### config.mk
export PLATFORM = sky130hd
export DESIGN_NAME = gpc_port_ctrl
export DESIGN_NICKNAME = d
export VERILOG_FILES = /design/src/design/gpc_pkg.sv /design/src/design/gpc_port_ctrl.sv
export SDC_FILE = /design/constraint.sdc
export NUM_CORES = 2
export LEC_CHECK = 0
export BUFFER_PORTS_ARGS = -buffer_cell sky130_fd_sc_hd__buf_2
export CAP_MARGIN = 5
export CORE_ASPECT_RATIO = 2
export CORE_MARGIN = 1
export CORE_UTILIZATION = 59
export CTS_CLUSTER_SIZE = 30
export DETAILED_ROUTE_END_ITERATION = 8
export PLACE_DENSITY = 0.81
export SETUP_SLACK_MARGIN = 0.5
export SLEW_MARGIN = 30
export SYNTH_ARGS = -nofsm -noshare
export SYNTH_HDL_FRONTEND = slang
export SYNTH_SLANG_ARGS = --single-unit
export TNS_END_PERCENT = 100
### constraint.sdc
create_clock -name mclk -period 71.6 [get_ports mclk]
set_input_delay 14.32 -clock mclk [delete_from_list [all_inputs] [get_ports mclk]]
set_output_delay 14.32 -clock mclk [all_outputs]
set_load 0.1 [all_outputs]
### src/design/gpc_pkg.sv
// package: register map, field layout, reset values and encodings of the gpio port block
package gpc_pkg;

    // =====================================================================
    // geometry
    localparam int NPORT        = 8;
    localparam int NPIN         = 8;
    localparam int NBIT         = NPORT * NPIN;
    localparam int FABRIC_PORTS = 4;

    // =====================================================================
    // register offsets inside one port window, and window stride
    localparam logic [4:0] OFS_OUT   = 5'h00;
    localparam logic [4:0] OFS_STATE = 5'h04;
    localparam logic [4:0] OFS_MODE  = 5'h08;
    localparam logic [4:0] OFS_CFG   = 5'h0C;
    localparam logic [4:0] OFS_IE    = 5'h10;
    localparam logic [4:0] OFS_PEND  = 5'h14;
    localparam logic [4:0] OFS_SRC   = 5'h18;
    localparam int         PORT_LSB  = 5;

    // =====================================================================
    // configuration register fields
    localparam int CFG_INDIS_LSB  = 0;
    localparam int CFG_OUTDIS_LSB = 8;
    localparam int CFG_SLEW_LSB   = 16;
    localparam int CFG_LVTTL_BIT  = 24;
    localparam int CFG_HOLD_BIT   = 25;
    localparam int CFG_CKPIN_LSB  = 26;
    localparam int CFG_CKUSE_BIT  = 29;
    localparam logic [31:0] CFG_MASK = 32'h3FFF_FFFF;

    // =====================================================================
    // reset values
    localparam logic [7:0]  OUT_RST  = 8'h00;
    localparam logic [23:0] MODE_RST = 24'h00_0000;
    localparam logic [31:0] CFG_RST  = 32'h0000_0000;
    localparam logic [7:0]  IE_RST   = 8'h00;
    localparam logic [15:0] SRC_RST  = 16'h0000;

    // =====================================================================
    // per-pin drive modes
    typedef enum logic [2:0] {
        DM_OFF        = 3'b000,
        DM_INPUT      = 3'b001,
        DM_RES_PU     = 3'b010,
        DM_RES_PD     = 3'b011,
        DM_OPEN_DRAIN = 3'b100,
        DM_OPEN_SRC   = 3'b101,
        DM_STRONG     = 3'b110,
        DM_WEAK       = 3'b111
    } gpc_mode_t;

    // per-pin output source
    localparam logic [1:0] SRC_REG    = 2'h0;
    localparam logic [1:0] SRC_PERIPH = 2'h1;
    localparam logic [1:0] SRC_FABRIC = 2'h2;

endpackage

### src/design/gpc_port_ctrl.sv
// gpio port control: eight 8-pin ports, drive modes, hold, pin source matrix, apb registers
// =========================================================================
// How it works
// pins are grouped into eight ports of eight pins, each port handled as one register unit.
// during reset every pin has output, pulls and input buffer switched off.
// each port has an output data register and a read-only pin state register.
// a pin raises an interrupt condition only when its interrupt enable bit is set.
// the enabled pending flags of each port combine into one request line, eight in all.
// each pin takes one of eight drive modes from a 3-bit field.
// each port has one bit selecting cmos or lvttl input threshold.
// each pin has an input disable and an output disable, independent of each other.
// while hold is set the pin drive of a port is frozen at its last state.
// each pin has a slow slew select bit.
// a per-pin source select picks register data, peripheral output or fabric signal.
// peripheral signals connect only at their fixed pin index, never via the fabric.
// only ports 0 to 3 connect to the routing fabric, in both directions.
// the fabric-side capture register of a port ticks on fabric clock or a pin of that port.
// a pending flag stays set until software clears it; the request stays while any is set. Here only flags whose ie_q bit is set count.
// pin inputs pass a two-flop synchroniser before any clocked use.
//
// The register offsets and register access over APB were chosen for this implementation.
module gpc_port_ctrl (
    input  wire logic                   mclk,          // system clock, 40 MHz
    input  wire logic                   reset,         // async reset, active high
    input  wire logic                   psel,          // apb select
    input  wire logic                   penable,       // apb access phase
    input  wire logic                   pwrite,        // apb write
    input  wire logic [7:0]             paddr,         // apb byte address
    input  wire logic [31:0]            pwdata,        // apb write data
    output logic      [31:0]            prdata,        // apb read data
    output logic                        pready,        // apb ready
    output logic                        pslverr,       // apb error, unmapped offset
    input  wire logic [gpc_pkg::NBIT-1:0] pin_i,       // pin levels from pads
    output logic      [gpc_pkg::NBIT-1:0] pin_o,       // pad output level
    output logic      [gpc_pkg::NBIT-1:0] pin_oe,      // pad output enable
    output logic      [gpc_pkg::NBIT-1:0] pin_pu,      // pull-up enable
    output logic      [gpc_pkg::NBIT-1:0] pin_pd,      // pull-down enable
    output logic      [gpc_pkg::NBIT-1:0] pin_weak,    // pulls are weak strength
    output logic      [gpc_pkg::NBIT-1:0] pin_in_en,   // input buffer enable
    output logic      [gpc_pkg::NBIT-1:0] pin_slow,    // slow slew select
    output logic      [gpc_pkg::NPORT-1:0] port_lvttl, // lvttl threshold per port
    input  wire logic [gpc_pkg::NBIT-1:0] periph_o,    // peripheral outputs at fixed pins
    output logic      [gpc_pkg::NBIT-1:0] periph_i,    // synchronised pin state to peripherals
    input  wire logic [31:0]            fabric_o,      // fabric outputs for ports 0..3
    input  wire logic                   fabric_clk_en, // fabric clock tick
    output logic      [31:0]            fabric_i,      // captured pins of ports 0..3
    output logic      [gpc_pkg::NPORT-1:0] port_irq    // one request per port
);
    import gpc_pkg::*;

    // =====================================================================
    // drive decode: returns {oe, o, pu, pd, weak}
    function automatic logic [4:0] gpc_drive(input gpc_mode_t m, input logic v);
        unique case (m)
            DM_OFF, DM_INPUT: gpc_drive = 5'h00;
            DM_RES_PU:        gpc_drive = {~v, 1'b0, v, 1'b0, 1'b0};
            DM_RES_PD:        gpc_drive = {v, 1'b1, 1'b0, ~v, 1'b0};
            DM_OPEN_DRAIN:    gpc_drive = {~v, 1'b0, 3'b000};
            DM_OPEN_SRC:      gpc_drive = {v, 1'b1, 3'b000};
            DM_STRONG:        gpc_drive = {1'b1, v, 3'b000};
            DM_WEAK:          gpc_drive = {2'b00, v, ~v, 1'b1};
        endcase
    endfunction

    // =====================================================================
    // register state
    logic [NPORT-1:0][7:0]  out_q;
    logic [NPORT-1:0][23:0] mode_q;
    logic [NPORT-1:0][31:0] cfg_q;
    logic [NPORT-1:0][7:0]  ie_q;
    logic [NPORT-1:0][15:0] src_q;
    logic [NBIT-1:0]        pend_q;
    logic [NBIT-1:0]        pend_d;
    logic [NBIT-1:0]        sync1_q;
    logic [NBIT-1:0]        sync2_q;
    logic [NBIT-1:0]        state_q;
    logic [NBIT-1:0]        state_d;
    logic [NBIT-1:0]        pin_rise;
    logic [NBIT-1:0]        drv_v;
    logic [NBIT-1:0][4:0]   drv;
    logic                   ready_q;
    logic [2:0]             port_sel;
    logic [4:0]             reg_ofs;
    logic                   wr_en;
    logic                   ofs_ok;
    logic [31:0]            rd_d;

    // =====================================================================
    // apb slave: setup, one wait cycle, then the completing access cycle
    assign port_sel = paddr[7:PORT_LSB];
    assign reg_ofs  = paddr[PORT_LSB-1:0];
    assign ofs_ok   = (reg_ofs <= OFS_SRC) && (reg_ofs[1:0] == 2'b00);
    assign wr_en    = psel && penable && ready_q && pwrite && ofs_ok;

    always_comb begin
        rd_d = 32'h0000_0000;
        unique case (reg_ofs)
            OFS_OUT:   rd_d = {24'h00_0000, out_q[port_sel]};
            OFS_STATE: rd_d = {24'h00_0000, state_q[port_sel*NPIN +: NPIN]};
            OFS_MODE:  rd_d = {8'h00, mode_q[port_sel]};
            OFS_CFG:   rd_d = cfg_q[port_sel];
            OFS_IE:    rd_d = {24'h00_0000, ie_q[port_sel]};
            OFS_PEND:  rd_d = {24'h00_0000, pend_q[port_sel*NPIN +: NPIN]};
            OFS_SRC:   rd_d = {16'h0000, src_q[port_sel]};
            default:   rd_d = 32'h0000_0000;
        endcase
    end

    always_ff @(posedge mclk or posedge reset) begin
        if (reset) begin
            ready_q <= 1'b0;
            pready  <= 1'b0;
            pslverr <= 1'b0;
            prdata  <= 32'h0000_0000;
        end else begin
            ready_q <= psel && penable && !ready_q;
            pready  <= psel && penable && !ready_q;
            pslverr <= psel && penable && !ready_q && !ofs_ok;
            if (psel && penable && !ready_q) begin
                prdata <= (ofs_ok && !pwrite) ? rd_d : 32'h0000_0000;
            end
        end
    end

    // =====================================================================
    // software registers, one window per port
    always_ff @(posedge mclk or posedge reset) begin
        if (reset) begin
            for (int p = 0; p < NPORT; p++) begin
                out_q[p]  <= OUT_RST;
                mode_q[p] <= MODE_RST;
                cfg_q[p]  <= CFG_RST;
                ie_q[p]   <= IE_RST;
                src_q[p]  <= SRC_RST;
            end
        end else if (wr_en) begin
            unique case (reg_ofs)
                OFS_OUT:  out_q[port_sel]  <= pwdata[7:0];
                OFS_MODE: mode_q[port_sel] <= pwdata[23:0];
                OFS_CFG:  cfg_q[port_sel]  <= pwdata & CFG_MASK;
                OFS_IE:   ie_q[port_sel]   <= pwdata[7:0];
                OFS_SRC:  src_q[port_sel]  <= pwdata[15:0];
                default:  ;
            endcase
        end
    end

    // =====================================================================
    // pin source matrix and drive decode
    always_comb begin
        for (int p = 0; p < NPORT; p++) begin
            for (int i = 0; i < NPIN; i++) begin
                drv_v[p*NPIN+i] = out_q[p][i];
                if (src_q[p][2*i +: 2] == SRC_PERIPH) begin
                    drv_v[p*NPIN+i] = periph_o[p*NPIN+i];
                end else if (src_q[p][2*i +: 2] == SRC_FABRIC && p < FABRIC_PORTS) begin
                    drv_v[p*NPIN+i] = fabric_o[(p%FABRIC_PORTS)*NPIN+i];
                end
                drv[p*NPIN+i] = gpc_drive(gpc_mode_t'(mode_q[p][3*i +: 3]),
                                          drv_v[p*NPIN+i]);
            end
        end
    end

    // =====================================================================
    // pad control flops, frozen while the port is held
    always_ff @(posedge mclk or posedge reset) begin
        if (reset) begin
            pin_oe     <= '0;
            pin_o      <= '0;
            pin_pu     <= '0;
            pin_pd     <= '0;
            pin_weak   <= '0;
            pin_in_en  <= '0;
            pin_slow   <= '0;
            port_lvttl <= '0;
        end else begin
            for (int p = 0; p < NPORT; p++) begin
                if (!cfg_q[p][CFG_HOLD_BIT]) begin
                    port_lvttl[p] <= cfg_q[p][CFG_LVTTL_BIT];
                    for (int i = 0; i < NPIN; i++) begin
                        pin_oe[p*NPIN+i]    <= drv[p*NPIN+i][4]
                                             && !cfg_q[p][CFG_OUTDIS_LSB+i];
                        pin_o[p*NPIN+i]     <= drv[p*NPIN+i][3];
                        pin_pu[p*NPIN+i]    <= drv[p*NPIN+i][2];
                        pin_pd[p*NPIN+i]    <= drv[p*NPIN+i][1];
                        pin_weak[p*NPIN+i]  <= drv[p*NPIN+i][0];
                        pin_in_en[p*NPIN+i] <= (mode_q[p][3*i +: 3] != DM_OFF)
                                             && !cfg_q[p][CFG_INDIS_LSB+i];
                        pin_slow[p*NPIN+i]  <= cfg_q[p][CFG_SLEW_LSB+i];
                    end
                end
            end
        end
    end

    // =====================================================================
    // input synchroniser and pin state
    assign state_d  = sync2_q & pin_in_en;
    assign pin_rise = state_d & ~state_q;
    assign periph_i = state_q;

    always_ff @(posedge mclk or posedge reset) begin
        if (reset) begin
            sync1_q <= '0;
            sync2_q <= '0;
            state_q <= '0;
        end else begin
            sync1_q <= pin_i;
            sync2_q <= sync1_q;
            state_q <= state_d;
        end
    end

    // =====================================================================
    // fabric-side capture register, ports 0..3 only
    always_ff @(posedge mclk or posedge reset) begin
        if (reset) begin
            fabric_i <= 32'h0000_0000;
        end else begin
            for (int p = 0; p < FABRIC_PORTS; p++) begin
                if (cfg_q[p][CFG_CKUSE_BIT]
                        ? pin_rise[p*NPIN + int'(cfg_q[p][CFG_CKPIN_LSB +: 3])]
                        : fabric_clk_en) begin
                    fabric_i[p*NPIN +: NPIN] <= state_q[p*NPIN +: NPIN];
                end
            end
        end
    end

    // =====================================================================
    // interrupts: any enabled pin change sets a sticky flag, write one clears
    always_comb begin
        pend_d = pend_q;
        for (int p = 0; p < NPORT; p++) begin
            if (wr_en && reg_ofs == OFS_PEND && port_sel == 3'(p)) begin
                pend_d[p*NPIN +: NPIN] = pend_q[p*NPIN +: NPIN] & ~pwdata[7:0];
            end
            pend_d[p*NPIN +: NPIN] = pend_d[p*NPIN +: NPIN]
                | ((state_d[p*NPIN +: NPIN] ^ state_q[p*NPIN +: NPIN]) & ie_q[p]);
        end
    end

    always_ff @(posedge mclk or posedge reset) begin
        if (reset) begin
            pend_q   <= '0;
            port_irq <= '0;
        end else begin
            pend_q <= pend_d;
            for (int p = 0; p < NPORT; p++) begin
                port_irq[p] <= |(pend_q[p*NPIN +: NPIN] & ie_q[p]);
            end
        end
    end

endmodule

Yosys cells after proc, flatten, opt, wreduce, memory -nomap -nowiden

Cells that the tools add are included.

Bits in registers: 1490
Bits of input ports: 206
Output and inout port bits: 594
Logic and storage cells: 1486

Add/sub/neg operators: 3
$lt $le $gt $ge: 7
Eq/ne operators: 557
Shift-type cells: 2
Mux-type cells: 208
Bitwise operators: 108
Reductions and logical operators: 485

Operator list:

| cell                                                                   | count |
|---|---|
| 5-bit case mux with 7 select lines                                     | 64 |
| 3-bit equality test (second input constant)                            | 260 |
| 3-bit by 2-bit equality test with 1-bit output (second input constant) | 130 |
| 256-bit bitwise mux                                                    | 1 |
| 32-bit case mux with 7 select lines                                    | 1 |
| 3-bit by 1-bit equality test with 1-bit output (second input constant) | 65 |
| 3-bit logical NOT                                                      | 65 |
| 8-bit AND                                                              | 24 |
| 192-bit bitwise mux                                                    | 1 |
| 3-bit nonzero test                                                     | 64 |
| 1-bit logical AND                                                      | 146 |
| 1-bit logical NOT                                                      | 131 |
| 64-bit AND                                                             | 2 |
| 128-bit bitwise mux                                                    | 1 |
| 64-bit bitwise mux                                                     | 2 |
| 2-bit by 1-bit equality test with 1-bit output (second input constant) | 64 |
| 2-bit OR reduction                                                     | 64 |
| 64-bit by 7-bit variable part select with 8-bit output                 | 2 |
| 1-bit 2-to-1 mux                                                       | 107 |
| 32-bit binary-select mux with 3-bit select                             | 1 |
| 32-bit demux with 3-bit select                                         | 1 |
| 32-bit 2-to-1 mux                                                      | 3 |
| 8-bit 2-to-1 mux                                                       | 11 |
| 24-bit binary-select mux with 3-bit select                             | 1 |
| 30 further kinds                                                       | 159 |

Longest topological paths before layout

Word-level depth: 8
Mapped depth: 9
Gate-level depth less buffers: 8

Worst setup path after synthesis

OpenSTA, ideal clock, no wires.

Kind: input to register
Start: input port paddr[5]
End: register prdata[13]
Library setup time: 130 ps
Arrival time: 16003 ps
Data required time: 71470 ps
Setup slack: 55467 ps
Cell stages on the path: 9
Buffers on the path: 4
Path through: buf_4 > buf_4 > buf_2 > buf_2 > mux4_2 > mux2i_1 > nor2_1 > nor3_1 > o21ai_0

Cells in the longest elaborated chain, start to end: 4
Elaborated cells on any way between the ends: 8
Classes of those cells: 8 x mux

Ends and longest elaborated chain:

| what                                                               | RTL line             | RTL |
|---|---|---|
| start: declaration                                                 | gpc_port_ctrl.sv:28  | `input wire logic [7:0] paddr,` |
| 16-bit binary-select mux with 3-bit select (tied with other cells) | gpc_port_ctrl.sv:104 | `OFS_SRC: rd_d = {16'h0000, src_q[port_sel]};` |
| 16-bit 2-to-1 mux (not written as such) (tied with other cells)    | gpc_port_ctrl.sv:104 |  |
| 32-bit case mux with 7 select lines (*)                            | gpc_port_ctrl.sv:97  | `unique case (reg_ofs)` |
| 32-bit 2-to-1 mux (*)                                              | gpc_port_ctrl.sv:120 | `prdata <= (ofs_ok && !pwrite) ? rd_d : 32'h0000_0000;` |
| end signal: assignment                                             | gpc_port_ctrl.sv:120 |  |
| end: declaration                                                   | gpc_port_ctrl.sv:30  | `output logic [31:0] prdata,` |

Every way passes the cells marked *; elsewhere a longest branch is shown, timed or not. The select of a mux whose other input is x is not followed.
A chain may end at the register's enable or synchronous reset.

Worst setup path after layout

Start: input port paddr[6]
End: register prdata[6]

Cells in the longest elaborated chain, start to end: 4
Elaborated cells on any way between the ends: 14
Classes of those cells: 2 x shift; 12 x mux

Ends and longest elaborated chain:

| what                                                                                                           | RTL line |
|---|---|
| parallel branches: the longest is 2 deep, another holds 64-bit by 7-bit variable part select with 8-bit output | n/a |
| 32-bit case mux with 7 select lines (*)                                                                        | gpc_port_ctrl.sv:97 |
| 32-bit 2-to-1 mux (*)                                                                                          | gpc_port_ctrl.sv:120 |

Mark *: on every way between the ends. The select of a mux whose other input is x is not followed.

==> impl_metrics.ini <==
[timing]
finalWorstSetupSlack_ns = 53.70
hold_violations = 0
max_freq_mhz = 55.9
setup_violations = 0
rsz0062_at_grt = false
period_share_pct = 25.0
slew_headroom_pct = 21.3
worstMarginPinSlew_ns = 1.17
period_needed_ns = 17.90
fin_tns_setup_ns = 0
finClkSkew_ns = 0.0244
finalMaxSlewViolations = 0

[worst_setup_path]
critPathSlowestCell = buf_4
path_class = primary input to flop
critical_path_arrival_ns = 18.55
slowest_delay_ns = 0.93
crit_required_ns = 72.25
crit_fanout = 86
crit_buf_inv = 3
crit_top_cell = buf_4
critPathTopFamily = buffers and inverters
cp-end-kind = flop
path_cells = buf_8 > buf_4 > buf_4 > mux4_2 > mux2i_1 > o21ai_0 > a311oi_1 > a21oi_1
startpoint_type = primary input

[cts]
cts_resized = 0
clock-sinks = 1472
tritoncts = built
numCtsBuffers = 134
ctsHoldBuffers = 0
cts.path.max_buffers = 3
clock_latency_ns = 0.80
root_buffer = clkbuf_16
clk_pin_slew_ns = 0.07
post-cts-setup-buffer-count = 0
htreeDepth = 4

[layout]
layout-drive-gt1-share_pct = 33.4
utilization_pct = 68.0
top_register = cfg_q
n_fill_cell = 8191
largest_register_ffs = 240
fin_cells = 7740
seqCellArea_um2 = 36900
multi_input_comb_area_um2 = 28300
top_regs = cfg_q: 240 flops, mode_q: 192 flops, src_q: 128 flops
nNetsFinal = 6350
synthToLayoutAreaGrowth_pct = 14.0

[detailed_routing]
drtIter0Drc = 5536
vias_per_cell = 6.58
wl_per_cell_um = 31.6
firstDrtPassIters = 6
vias = 50900
antenna_left = 0
drt_wl_total_mm = 244
drc = 0

[synthesis]
yosysMostFrequentCell = dfrtp_1
synth_ff_type = dfrtp_1
synth-seq-area-share_pct = 54.7
synthesis.area_um2 = 67300
synth_warnings = 0
netlist_top_cells_count = dfrtp_1, mux2_2, nand2_1
synthTopCellsByArea = dfrtp_1, mux2_2, mux4_2
synth_seq_cells = 1472
yosysTopAreaCell = dfrtp_1
synth_top_area_share_pct = 54.7
synth-edff-count = 0
ys_types = 61
synthArstFlopShare_pct = 100
syn-mean-instance-area_um2 = 12.0
syn_inst = 5610

[global_routing]
first_global_vias = 49900
grt.total_usage_pct = 42.5
globalRoute.totalOverflow = 0
antenna_found_initial = 39
grt_max_degree = 186
grt_pass1_wl_mm = 348

[job]
drv_cap = 0

[die]
start_util_pct = 59.7
design.core.area_um2 = 113000
chipHeight_um = 480
die_area_um2 = 116000
num_io_pins = 800
placement_rows = 174
fp.dieW_um = 241

[placement]
numPortBuffers = 795
dp_cells = 7467
dp_hpwl_mm = 177
gp_congestion = 1.04
place_ws_ns = 52.84

[power]
p_leak_nw = 38.1
power_density_nw_per_um2 = 21.7
peakVddDrop_v = 0.0000227

[worst_hold_path]
hp-class = flop to flop

[status]
status = finished, final reports clean
## layer usage
layer  wire [um]  GRT usage, %
met5         246             0
met2      112000          64.2
met4       22600          33.5
met1       85200          51.3
met3       24800          11.6
## through the flow
stage / hold slack [ns] / area [um^2] / total power, mW
2_1_floorplan: 0.331 / 67300 / 0.894
3_3_place_gp: 0.332 / 71800 / 0.919
3_5_place_dp: 0.335 / 71800 / 0.920
4_1_cts: 0.347 / 76500 / 1.67
5_1_grt: 0.352 / 76700 / 1.70
6_report: 0.344 / 76700 / 1.67
## path summary, 6_finish.rpt
path / start / endpoint / slack, ns / cells after the start
max in group asynchronous: reset / sync1_q[32] / 54.60 / 7
max reg2reg: ready_q / cfg_q[182] / 68.34 / 5
min reg2reg: sync1_q[17] / sync2_q[17] / 0.34 / 0
min: sync1_q[17] / sync2_q[17] / 0.34 / 0
min in group asynchronous: reset / pin_o[30] / 13.48 / 2
max: paddr[6] / prdata[6] / 53.70 / 8
## logic make-up (layout without fill, tap and decap cells)
logic type                 Yosys count  count (layout)  synth area share (%)
muxes                             1122            1122                  20.7
other                                1              29               0.00557
buffers and inverters              576            1182                  3.44
xor gates and xnor gates           206             206                  2.68
DFF                               1472            1472                  54.7
and+or+nand+nor                   1327            1327                  9.11
adders and majority gates           32              32                 0.595
AOI/OAI and AO/OA                  874             874                  8.75
## power breakdown
part / switching [mW] / internal, mW / total [mW]
combinational: 0.0513 / 0.0151 / 0.0665
sequential: 0.00282 / 0.836 / 0.839
clock: 0.333 / 0.428 / 0.761
total: 0.387 / 1.28 / 1.67
## layout make-up
type | count | share of cell area, %
flip-flops and latches | 1472 | 48.1
multi-input cells | 3563 | 36.9
repair buffers | 869 | 6.16
clock buffers | 198 | 5.34
well taps | 1496 | 2.44
clock inverters | 43 | 0.675
inverters | 72 | 0.362
diodes | 27 | 0.0881
## layout by cell type (no fill, tap or decap), types with 32 or more instances in the layout
master	instances
xor2_1	107
xnor2_1	99
o41ai_1	61
ha_1	32
clkbuf_16	142
nor2_1	109
and2_1	68
buf_4	58
o21ai_0	227
nor2b_1	34
a21oi_1	122
a22o_1	72
clkbuf_8	33
buf_2	792
nand3b_1	32
dfrtp_1	1464
nand3_1	164
nand2_1	684
o31ai_1	127
mux4_2	137
a22oi_1	76
nand2b_1	60
mux2_2	788
inv_1	71
mux2i_1	195
nor3_1	103
(Power assumes the default switching activity.)
